**src/apm_pkg.sv**
```systemverilog
// Shared types and constants for the asymmetric PHY attachment service block.
// Assumes a single 10 MHz system clock and a coding sublayer on the same clock.
package apm_pkg;

  // ==========================================================
  // Clock and timing
  localparam int APM_CLK_NS = 100;
  // Good symbols in a row before a receiver reports OK
  localparam int APM_OK_SYMBOLS = 16;
  localparam int APM_OK_CNT_W = 5;
  // Depth of the transmit symbol buffer
  localparam int APM_FIFO_DEPTH = 32;

  // ==========================================================
  // Transmit mode selection toward the coding sublayer
  typedef enum logic [2:0] {
    sel_data_stream = 3'h0,
    sel_symmetric_training = 3'h1,
    sel_asymmetric_training = 3'h2,
    sel_extended_asym_training = 3'h3,
    sel_send_zeros = 3'h4
  } apm_txmode_t;

  // Fixed role, one bit
  typedef enum logic {
    role_leader = 1'h0,
    role_follower = 1'h1
  } apm_role_t;

  // State reported by PHY control
  typedef enum logic [1:0] {
    ctl_silent = 2'h0,
    ctl_training = 2'h1,
    ctl_data = 2'h2,
    ctl_zeros = 2'h3
  } apm_ctl_t;

  // Link speed variant
  typedef enum logic [1:0] {
    speed_2g5 = 2'h0,
    speed_5g = 2'h1,
    speed_10g = 2'h2
  } apm_speed_t;

  // Symbol levels; zero is the quiet level
  typedef enum logic [2:0] {
    lvl_zero = 3'h0,
    lvl_m1 = 3'h1,
    lvl_m13 = 3'h2,
    lvl_p13 = 3'h3,
    lvl_p1 = 3'h4
  } apm_lvl_t;

  // ==========================================================
  // Carriers
  typedef struct packed {
    logic valid;
    apm_lvl_t lvl;
  } apm_sym_t;

  typedef struct packed {
    apm_txmode_t mode;
    apm_role_t role;
    logic rate_6g;
    logic pam4;
  } apm_txcfg_t;

  // Reset values
  localparam apm_role_t APM_ROLE_RST = role_leader;
  localparam apm_sym_t APM_SYM_RST = '{valid: 1'b0, lvl: lvl_zero};

endpackage

```
**src/apm_sym_fifo.sv**
```systemverilog
// Transmit symbol buffer between the coding sublayer and the line driver.
// Assumes DEPTH is a power of two; both sides on sys_clk.
`timescale 1ns/100ps
module apm_sym_fifo #(
  parameter int WIDTH = 3,
  parameter int DEPTH = 32
) (
  input wire logic sys_clk,
  input wire logic reset,
  input wire logic [WIDTH-1:0] in_data,
  input wire logic in_valid,
  output logic in_ready,
  output logic [WIDTH-1:0] out_data,
  output logic out_valid,
  input wire logic out_ready
);
  localparam int AW = $clog2(DEPTH);
  localparam logic [AW:0] FULL_CNT = DEPTH[AW:0];

  // ==========================================================
  // Storage and pointers
  logic [WIDTH-1:0] mem_q [DEPTH];
  logic [AW-1:0] wr_q;
  logic [AW-1:0] rd_q;
  logic [AW:0] cnt_q;
  logic [AW:0] cnt_d;
  wire push = in_valid && in_ready;
  wire pop = out_valid && out_ready;

  // Empty is exact from the count
  assign out_valid = (cnt_q != '0);
  assign out_data = mem_q[rd_q];
  assign cnt_d = cnt_q + {{AW{1'b0}}, push} - {{AW{1'b0}}, pop};

  // Ready is registered so the top port comes from a flop
  always_ff @(posedge sys_clk) begin
    if (reset) begin
      wr_q <= '0;
      rd_q <= '0;
      cnt_q <= '0;
      in_ready <= 1'b1;
    end else begin
      wr_q <= wr_q + {{(AW-1){1'b0}}, push};
      rd_q <= rd_q + {{(AW-1){1'b0}}, pop};
      cnt_q <= cnt_d;
      in_ready <= (cnt_d != FULL_CNT);
    end
  end

  // No reset on the array; unread words are never exposed
  always_ff @(posedge sys_clk) begin
    if (push) begin
      mem_q[wr_q] <= in_data;
    end
  end
endmodule // apm_sym_fifo

```
**src/apm_rcvr_monitor.sv**
```systemverilog
// Local receiver health: OK after a run of clean symbols, NOT_OK on any error.
// Assumes symbol strobes and error flags arrive on sys_clk.
`timescale 1ns/100ps
module apm_rcvr_monitor
  import apm_pkg::*;
(
  input wire logic sys_clk,
  input wire logic reset,
  input wire logic sym_valid,
  input wire logic sym_err,
  input wire logic restart,
  output logic rcvr_ok
);
  localparam logic [APM_OK_CNT_W-1:0] OK_LAST = APM_OK_SYMBOLS[APM_OK_CNT_W-1:0] - 5'h1;

  // ==========================================================
  // Clean-run counter
  logic [APM_OK_CNT_W-1:0] run_q;

  // Restart wins so a new phase always starts from NOT_OK
  always_ff @(posedge sys_clk) begin
    if (reset || restart) begin
      run_q <= '0;
      rcvr_ok <= 1'b0;
    end else if (sym_valid && sym_err) begin
      run_q <= '0;
      rcvr_ok <= 1'b0;
    end else if (sym_valid && !rcvr_ok) begin
      if (run_q == OK_LAST) begin
        rcvr_ok <= 1'b1;
      end else begin
        run_q <= run_q + 5'h1;
      end
    end
  end
endmodule // apm_rcvr_monitor

```
**src/apm_pma_service.sv**
```systemverilog
// Attachment-side end of the service interface of an asymmetric PHY.
// Assumes PHY control and the coding sublayer run on sys_clk; the line
// receiver and the role strap are asynchronous pins.
`timescale 1ns/100ps
module apm_pma_service
  import apm_pkg::*;
(
  input wire logic sys_clk,
  input wire logic reset,
  input wire apm_ctl_t ctl_state,
  input wire apm_txmode_t ctl_train_kind,
  input wire apm_speed_t cfg_speed,
  input wire logic cfg_ext_pam4,
  input wire logic cfg_follower_6g,
  input wire logic mgmt_role_we,
  input wire apm_role_t mgmt_role,
  input wire logic role_strap_pin,
  input wire apm_lvl_t tx_symb,
  input wire logic tx_symb_valid,
  output logic tx_symb_ready,
  input wire logic med_ready,
  output apm_sym_t med_sym,
  input wire logic [2:0] rx_line_lvl,
  input wire logic rx_line_tgl,
  output apm_sym_t rx_symb,
  input wire logic pcs_rem_rcvr_ok,
  output logic rem_rcvr_ok,
  output apm_txcfg_t txcfg,
  output logic rx_rate_6g,
  output logic loc_rcvr_ok,
  output logic tx_sym_err,
  output logic tx_tdd_active
);

  // ==========================================================
  // Pin synchronisers
  logic strap_s1_q;
  logic strap_s2_q;
  logic [2:0] rxl_s1_q;
  logic [2:0] rxl_s2_q;
  logic tgl_s1_q;
  logic tgl_s2_q;
  logic tgl_s3_q;

  // Only stages after the first are read by logic; no reset, so the strap and the
  // toggle are already settled when reset lets go and no false edge follows
  always_ff @(posedge sys_clk) begin
    strap_s1_q <= role_strap_pin;
    strap_s2_q <= strap_s1_q;
    rxl_s1_q <= rx_line_lvl;
    rxl_s2_q <= rxl_s1_q;
    tgl_s1_q <= rx_line_tgl;
    tgl_s2_q <= tgl_s1_q;
    tgl_s3_q <= tgl_s2_q;
  end

  // ==========================================================
  // Role: strap after reset, management until operation starts
  apm_role_t role_q;
  logic strap_taken_q;
  logic role_locked_q;
  wire role_open = !role_locked_q && (ctl_state == ctl_silent);

  // Strap caught by clock after release, never by the reset itself
  always_ff @(posedge sys_clk) begin
    if (reset) begin
      role_q <= APM_ROLE_RST;
      strap_taken_q <= 1'b0;
      role_locked_q <= 1'b0;
    end else begin
      strap_taken_q <= 1'b1;
      role_locked_q <= role_locked_q || (ctl_state != ctl_silent);
      if (role_open && mgmt_role_we) begin
        role_q <= mgmt_role;
      end else if (!strap_taken_q) begin
        role_q <= apm_role_t'(strap_s2_q);
      end
    end
  end

  // ==========================================================
  // Mode selection, rate and modulation
  apm_txmode_t mode_d;
  logic rate_d;
  logic pam4_d;
  wire is_lead = (role_q == role_leader);
  wire fast_data = (cfg_speed != speed_2g5);

  // Mode follows PHY control level for level, never pulsed
  always_comb begin
    case (ctl_state)
      ctl_data: mode_d = sel_data_stream;
      ctl_training: mode_d = ctl_train_kind;
      ctl_zeros: mode_d = sel_send_zeros;
      default: mode_d = sel_send_zeros;
    endcase
  end

  // Leader always sends 3G two-level; the follower varies
  always_comb begin
    rate_d = 1'b0;
    pam4_d = 1'b0;
    case (mode_d)
      sel_symmetric_training: rate_d = 1'b0;
      sel_asymmetric_training: rate_d = !is_lead && cfg_follower_6g;
      sel_extended_asym_training: begin
        rate_d = !is_lead;
        pam4_d = !is_lead && cfg_ext_pam4;
      end
      sel_data_stream: begin
        rate_d = !is_lead && fast_data;
        pam4_d = !is_lead && (cfg_speed == speed_10g);
      end
      default: rate_d = 1'b0;
    endcase
  end

  // Registered toward the coding sublayer and transmit function
  always_ff @(posedge sys_clk) begin
    if (reset) begin
      txcfg <= '{mode: sel_send_zeros, role: APM_ROLE_RST, rate_6g: 1'b0, pam4: 1'b0};
      rx_rate_6g <= 1'b0;
    end else begin
      txcfg <= '{mode: mode_d, role: role_q, rate_6g: rate_d, pam4: pam4_d};
      rx_rate_6g <= is_lead && fast_data;
    end
  end

  // ==========================================================
  // TDD activity: set on training entry, dropped when silent
  always_ff @(posedge sys_clk) begin
    if (reset) begin
      tx_tdd_active <= 1'b0;
    end else if (ctl_state == ctl_training) begin
      tx_tdd_active <= 1'b1;
    end else if (ctl_state == ctl_silent) begin
      tx_tdd_active <= 1'b0;
    end
  end

  // ==========================================================
  // Transmit path through the buffer
  logic [2:0] fifo_out;
  logic fifo_valid;
  wire drain = fifo_valid && med_ready;
  wire apm_lvl_t out_lvl = apm_lvl_t'(fifo_out);
  wire is_zero = (out_lvl == lvl_zero);
  wire is_pm1 = (out_lvl == lvl_m1) || (out_lvl == lvl_p1);
  wire is_mid = (out_lvl == lvl_m13) || (out_lvl == lvl_p13);
  // Zero is always legal: quiet and zero requests produce it
  wire lvl_ok = is_zero || is_pm1 || (is_mid && txcfg.pam4);
  wire force_zero = (txcfg.mode == sel_send_zeros) || !lvl_ok;

  // One symbol taken per valid and ready cycle from the coding sublayer
  apm_sym_fifo #(
    .WIDTH(3),
    .DEPTH(APM_FIFO_DEPTH)
  ) u_fifo (
    .sys_clk(sys_clk),
    .reset(reset),
    .in_data(tx_symb),
    .in_valid(tx_symb_valid),
    .in_ready(tx_symb_ready),
    .out_data(fifo_out),
    .out_valid(fifo_valid),
    .out_ready(med_ready)
  );

  // Illegal levels are replaced by zero rather than sent
  always_ff @(posedge sys_clk) begin
    if (reset) begin
      med_sym <= APM_SYM_RST;
      tx_sym_err <= 1'b0;
    end else begin
      med_sym.valid <= drain;
      med_sym.lvl <= (drain && !force_zero) ? out_lvl : lvl_zero;
      tx_sym_err <= drain && !lvl_ok;
    end
  end

  // ==========================================================
  // Receive path: each recovered-clock edge gives one symbol
  wire rx_edge = tgl_s2_q ^ tgl_s3_q;
  wire rx_bad = (rxl_s2_q > 3'h4) || (rxl_s2_q == 3'h0);
  apm_txmode_t mode_prev_q;
  wire lead_asym = is_lead && (mode_d != mode_prev_q)
    && ((mode_d == sel_asymmetric_training) || (mode_d == sel_extended_asym_training));
  wire phase_new = (mode_d != mode_prev_q);

  always_ff @(posedge sys_clk) begin
    if (reset) begin
      rx_symb <= APM_SYM_RST;
      rem_rcvr_ok <= 1'b0;
      mode_prev_q <= sel_send_zeros;
    end else begin
      rx_symb.valid <= rx_edge;
      rx_symb.lvl <= rx_bad ? lvl_zero : apm_lvl_t'(rxl_s2_q);
      rem_rcvr_ok <= pcs_rem_rcvr_ok;
      mode_prev_q <= mode_d;
    end
  end

  // Status restarts on each phase; leader also on asymmetric entry
  apm_rcvr_monitor u_mon (
    .sys_clk(sys_clk),
    .reset(reset),
    .sym_valid(rx_edge),
    .sym_err(rx_bad),
    .restart(phase_new || lead_asym),
    .rcvr_ok(loc_rcvr_ok)
  );
endmodule // apm_pma_service

```
**config.mk**
```make
export PLATFORM = sky130hd
export DESIGN_NAME = apm_pma_service
export DESIGN_NICKNAME = d
export VERILOG_FILES = /design/src/apm_pkg.sv /design/src/apm_sym_fifo.sv /design/src/apm_rcvr_monitor.sv /design/src/apm_pma_service.sv
export SDC_FILE = /design/constraint.sdc
export NUM_CORES = 1
export LEC_CHECK = 0
export ABC_AREA = 1
export BUFFER_PORTS_ARGS = -buffer_cell sky130_fd_sc_hd__buf_2
export CAP_MARGIN = 20
export CORE_MARGIN = 2
export CORE_UTILIZATION = 62
export CTS_BUF_LIST = sky130_fd_sc_hd__clkbuf_8
export CTS_CLUSTER_DIAMETER = 100
export DETAILED_ROUTE_END_ITERATION = 10
export HOLD_SLACK_MARGIN = 0.1
export PLACE_DENSITY = 0.91
export REMOVE_ABC_BUFFERS = 1
export SLEW_MARGIN = 40
export SYNTH_ARGS = -nofsm -noshare
export SYNTH_HDL_FRONTEND = slang
export SYNTH_SLANG_ARGS = --single-unit
```
**constraint.sdc**
```tcl
create_clock -name sys_clk -period 2.5 [get_ports sys_clk]
set_input_delay 0.125 -clock sys_clk [delete_from_list [all_inputs] [get_ports sys_clk]]
set_output_delay 0.125 -clock sys_clk [all_outputs]
set_load 0.02 [all_outputs]
```
# Word level (Yosys, flattened, before mapping)
# Memories as Yosys holds them, arrays and structs flattened. A register that Yosys moved wholly into a read port is not among the register bits.
# Index checks and enable logic that the tools add are counted.
# classes
add_sub_neg	5
order_cmp	1
eq_ne	14
muxes	11
bitwise_logic	4
reduce_logical	43
# op_table
cell	count
$logic_and 1x1->1	16
$eq 3x2->1 const B	4
$add 5x1->5	2
$logic_or 1x1->1	10
$logic_not 3->1	3
$mux 1	7
$add 6x1->6	1
$eq 3x3->1 const B	2
$ne 6x6->1 const B	1
$pmux 3 s2	1
$reduce_bool 2->1	3
$reduce_bool 6->1	1
$reduce_or 2->1	3
$sub 6x1->6	1
$add 5x1->5 const B	1
$eq 5x4->1 const B	1
$mux 5	1
$eq 2x2->1 const B	2
$logic_not 1->1	4
$reduce_and 2->1	2
$eq 3x1->1 const B	1
$gt 3x3->1 const B	1
$ne 3x3->1	1
$not 1->1	3
6 further kinds	6
# word_totals
reg_bits	55
ramBits	96
input_bits	24
out_inout_bits	20
word_cells	107
n_memories	1
# memory_table
memory	words	width	read_ports	rd_ports_with_merged_regs	wr	line_no	source
u_fifo.mem_q	32	3	1	1	1	apm_sym_fifo.sv:22	logic [WIDTH-1:0] mem_q [DEPTH];

# Longest topological paths before layout
# depth
ltp_word	10
depth_mapped	17
ltp_nobuf	17

# Cells and area by module
# A second synthesis with hierarchy kept.
# unflattened
cells_unflattened	643
hier_area_um2	6257.3
# modules_own_cells
module	n_inst	cells_per_inst	area_each_um2	seq_area_each_um2
apm_sym_fifo	1	483	4938.5	3223.1
apm_pma_service	1	118	1018.5	640.6
apm_rcvr_monitor	1	42	300.3	120.1

# Worst setup path after synthesis
# No wires, ideal clock.
# synth_path
path_type	flip-flop to flip-flop
from	register u_fifo.cnt_q[2]
to	register u_fifo.in_ready
setup_time_ns	0.131
arrival_ns	2.100
setup_slack_ns	0.269
path_stages_with_launch	15
synth_period_minus_slack_ns	2.231
cell_sequence	dfxtp_1 -> inv_1 -> ha_1 -> nand3_1 -> and2_1 -> inv_1 -> nor2_1 -> inv_1 -> nand2_1 -> ha_1 -> inv_1 -> fa_1 -> o21ai_0 -> xnor2_1 -> nand4_1
# synth_between
elab_chain_cells	4
word_cells_on_any_way	5
# synth_lines
element	line_no	source
from (decl)	apm_sym_fifo.sv:25	logic [AW:0] cnt_q;
from (signal assigned)	apm_sym_fifo.sv:45	cnt_q <= cnt_d;
branches (longest 2 deep; another with $add 6x1->6)	--	
$sub 6x1->6 (*)	apm_sym_fifo.sv:33	assign cnt_d = cnt_q + {{AW{1'b0}}, push} - {{AW{1'b0}}, pop};
$ne 6x6->1 (*)	apm_sym_fifo.sv:46	in_ready <= (cnt_d != FULL_CNT);
to (signal assigned)	apm_sym_fifo.sv:46	
to (decl)	apm_sym_fifo.sv:12	output logic in_ready,
# Every way passes the cells marked *.
# A chain may end at the register's enable or synchronous reset.

# Worst setup path after layout
# layout_path
from	register u_fifo.cnt_q[3]
to	register u_fifo.in_ready
# The elaborated chain is that of the path after synthesis.

==> impl_metrics.py <==
metrics = {
    "timing": {
        "max_freq_mhz": 390.5,
        "fin_ws_ps": -60.79,
        "min_period_ps": 2561,
        "report.final.slew_viol_count": 0,
        "tns_ps": -60.79,
        "fin_crit_sh_pct": 102.4,
        "finalSetupViolCount": 1,
        "skew_ps": 17.17,
        "worst-slew-pin-transition_ps": 626.0,
        "relSlewSlack_pct": 58.27,
        "hold_viol": 0,
    },
    "logic_synthesis": {
        "yosysWarnings": 0,
        "async_flop_share_pct": 0,
        "synth-seq-cells": 151,
        "syn_area_mm2": 0.006161,
        "yosysSeqAreaShare_pct": 64.66,
        "synth.area.top_cells": "edfxtp_1 (47%), dfxtp_1 (18%), nand2_1 (10%)",
        "netlist_instances": 618,
        "syn_area_per_cell_um2": 9.969,
        "synth_edf_count": 96,
        "synth_top_area_share_pct": 46.79,
        "synth.most_common_cell": "nand2_1",
        "yosysTopAreaCell": "edfxtp_1",
        "synth_common_cells": "nand2_1 (165), edfxtp_1 (96), nand3_1 (75)",
        "yosysUniqueCellTypes": 30,
        "synthFlopType": "edfxtp_1",
    },
    "critical_path": {
        "r2r_end": "u_fifo.in_ready",
        "reg2reg_depth": 15,
        "reg2reg_slack_ps": -60,
        "crit_fanout": 4,
        "end_kind": "flop",
        "critical_path_required_ps": 2830,
        "arrival_ps": 2890,
        "crit_type": "reg -> reg",
        "r2r-start": "u_fifo.cnt_q[3]",
        "cp-start-kind": "flop",
    },
    "die": {
        "die_area_mm2": 0.01075,
        "die_x_um": 103.7,
        "die_y_um": 103.7,
        "coreArea_mm2": 0.009729,
        "io_pins": 44,
        "start_util_pct": 63.32,
        "rows": 36,
    },
    "clocking": {
        "cts_num_sinks": 151,
        "clockBufferDepth": 2,
        "cts.clk_slew.worst_paths_ps": 90,
        "insertion_delay_ps": 460,
        "ctsRootBufferMaster": "clkbuf_8",
        "cts_buffers": 17,
        "htreeDepth": 4,
        "tritoncts": "done",
    },
    "routing": {
        "via_count": 5185,
        "wire_per_inst_um": 20.72,
        "drt_pass1_iterations": 8,
        "antenna_left": 0,
        "drt_iter0_markers": 792,
        "wirelength_um": 17350,
        "routed_via_density": 6.195,
        "drc": 0,
    },
    "final_layout": {
        "num_antenna_cells": 0,
        "final_nets": 728,
        "instances_no_fill": 837,
        "fill_cells": 545,
        "post-route-util_pct": 74.60,
        "drive_above_1_share_pct": 14.35,
        "synthToLayoutAreaGrowth_pct": 17.81,
    },
    "run_status": {
        "violations": "negative setup slack",
        "outcome": "complete, but fails checks",
    },
    "global_route": {
        "grt_pass1_wl_um": 26340,
        "grt_max_degree": 50,
        "grt_antenna_before_repair": 0,
        "overflow": 0,
        "grt_usage_pct": 32.32,
        "grt_pass1_vias": 5108,
    },
    "pwr": {
        "p_per_area_mw_per_mm2": 915.3,
        "vdd_drop_max_mv": 0.8650,
        "p_leak_nw": 2.957,
    },
    "placed_design": {
        "gp_congestion": 0.8734,
        "placed_cells": 777,
        "portBuffers": 43,
        "place_ws_ps": -54.56,
        "place_hpwl_um": 8888,
    },
    "min_path": {
        "hold_depth": 1,
        "min_from": "tx_symb[1]",
        "min_path_type": "in -> reg",
        "min_to": "u_fifo.mem_q[5][1]",
    },
    "flow_run": {
        "drv_cap": 0,
    },
}
[layer usage]
metal	global-route usage (%)	wire length, um	vias to the layer above
met5	0	0	-
met4	23.84	1442	0
met3	6.545	1732	166
met2	55.20	8449	481
met1	35.82	5721	2347
li1	-	-	2191
[cell families after synthesis]
| family | count (synthesis) | synth area share, % |
|---|---|---|
| adder cells (fa/ha/maj) | 13 | 2.762 |
| XOR/XNOR | 9 | 1.280 |
| AO/OA/AOI/OAI | 37 | 3.087 |
| buffers and inverters | 73 | 5.260 |
| flip-flops | 151 | 64.66 |
| AND/OR/NAND/NOR | 335 | 22.95 |
[critical path, stage by stage (launching register included)]
cell,delay (ps)
dfxtp_2,330
inv_1,100
ha_2,220
nand3_2,80
and2_4,150
inv_2,110
nand2_1,90
nand2_1,80
ha_2,190
inv_1,80
fa_2,400
xnor2_1,140
inv_1,80
nand3_1,110
nor2_1,130
nand4_1,130
[through the flow]
stage          instance area (um2)  hold slack (ps)  total power, mW
2_1_floorplan                 6036            152.7            3.670
3_3_place_gp                  6452            228.6            3.940
3_5_place_dp                  6452            230.1            4.064
4_1_cts                       7204            213.4            6.293
5_1_grt                       7258            234.5            6.809
6_report                      7258            214.8            6.644
[report_power, final]
part / leakage, nW / switching (mW) / total [mW] / internal (mW)
clock network: 0.252 / 0.938 / 2.28 / 1.34
logic: 1.39 / 1.03 / 1.53 / 0.506
registers: 1.32 / 0.0784 / 2.83 / 2.75
[worst max path at each step]
stage	cells after the start	slack, ps	from	endpoint
after floorplan	6	40	u_fifo.rd_q[0]	u_fifo.rd_q[4]
after detailed placement	16	-50	u_fifo.cnt_q[2]	u_fifo.cnt_q[5]
after CTS	14	20	u_fifo.cnt_q[3]	u_fifo.in_ready
after global routing	15	-140	u_fifo.cnt_q[2]	u_fifo.in_ready
final	15	-60	u_fifo.cnt_q[3]	u_fifo.in_ready
after global placement	14	160	u_fifo.cnt_q[2]	u_fifo.in_ready
[placed cells by master (no fill, tap or decap), types with 6 or more instances in the layout]
| cell type | count |
|---|---|
| nand2_1 | 165 |
| ha_1 | 10 |
| xnor2_1 | 6 |
| a21oi_1 | 27 |
| inv_1 | 48 |
| nor2_1 | 70 |
| dfxtp_1 | 52 |
| nand3_1 | 74 |
| dlygate4sd3_1 | 26 |
| buf_2 | 43 |
| edfxtp_1 | 96 |
| o21ai_0 | 6 |
| clkbuf_8 | 19 |
| bufinv_16 | 6 |
[cell type report]
| type | count | area (um2) | area share, % |
|---|---|---|---|
| Sequential cell | 151 | 3988 | 54.94 |
| Multi-Input combinational cell | 394 | 1894 | 26.10 |
| Timing Repair Buffer | 74 | 525.5 | 7.240 |
| Clock buffer | 19 | 261.5 | 3.603 |
| Clock inverter | 13 | 224.0 | 3.086 |
| Inverter | 53 | 198.9 | 2.741 |
| Tap cell | 133 | 166.4 | 2.293 |
[flip-flops by register name, summed over array words and instances (netlist names), 3 cells and up]
| register | cells |
|---|---|
| mode_prev_q | 3 |
| u_fifo.wr_q | 5 |
| u_fifo.mem_q | 96 |
| u_mon.run_q | 5 |
| med_sym | 4 |
| u_fifo.rd_q | 5 |
| rx_symb | 4 |
| txcfg | 3 |
| rxl_s2_q | 3 |
| u_fifo.cnt_q | 6 |
| rxl_s1_q | 3 |
[timing repair]
item / 4_1_cts / 5_1_grt
resized for setup: 2 / 14
setup buffers: 0 / 2
hold buffers: 26 / 0
endpoints found under the hold margin: 18 / 0
setup endpoints to repair: 3 / 4
pin swaps: 1 / 4
(Power assumes the default switching activity.)
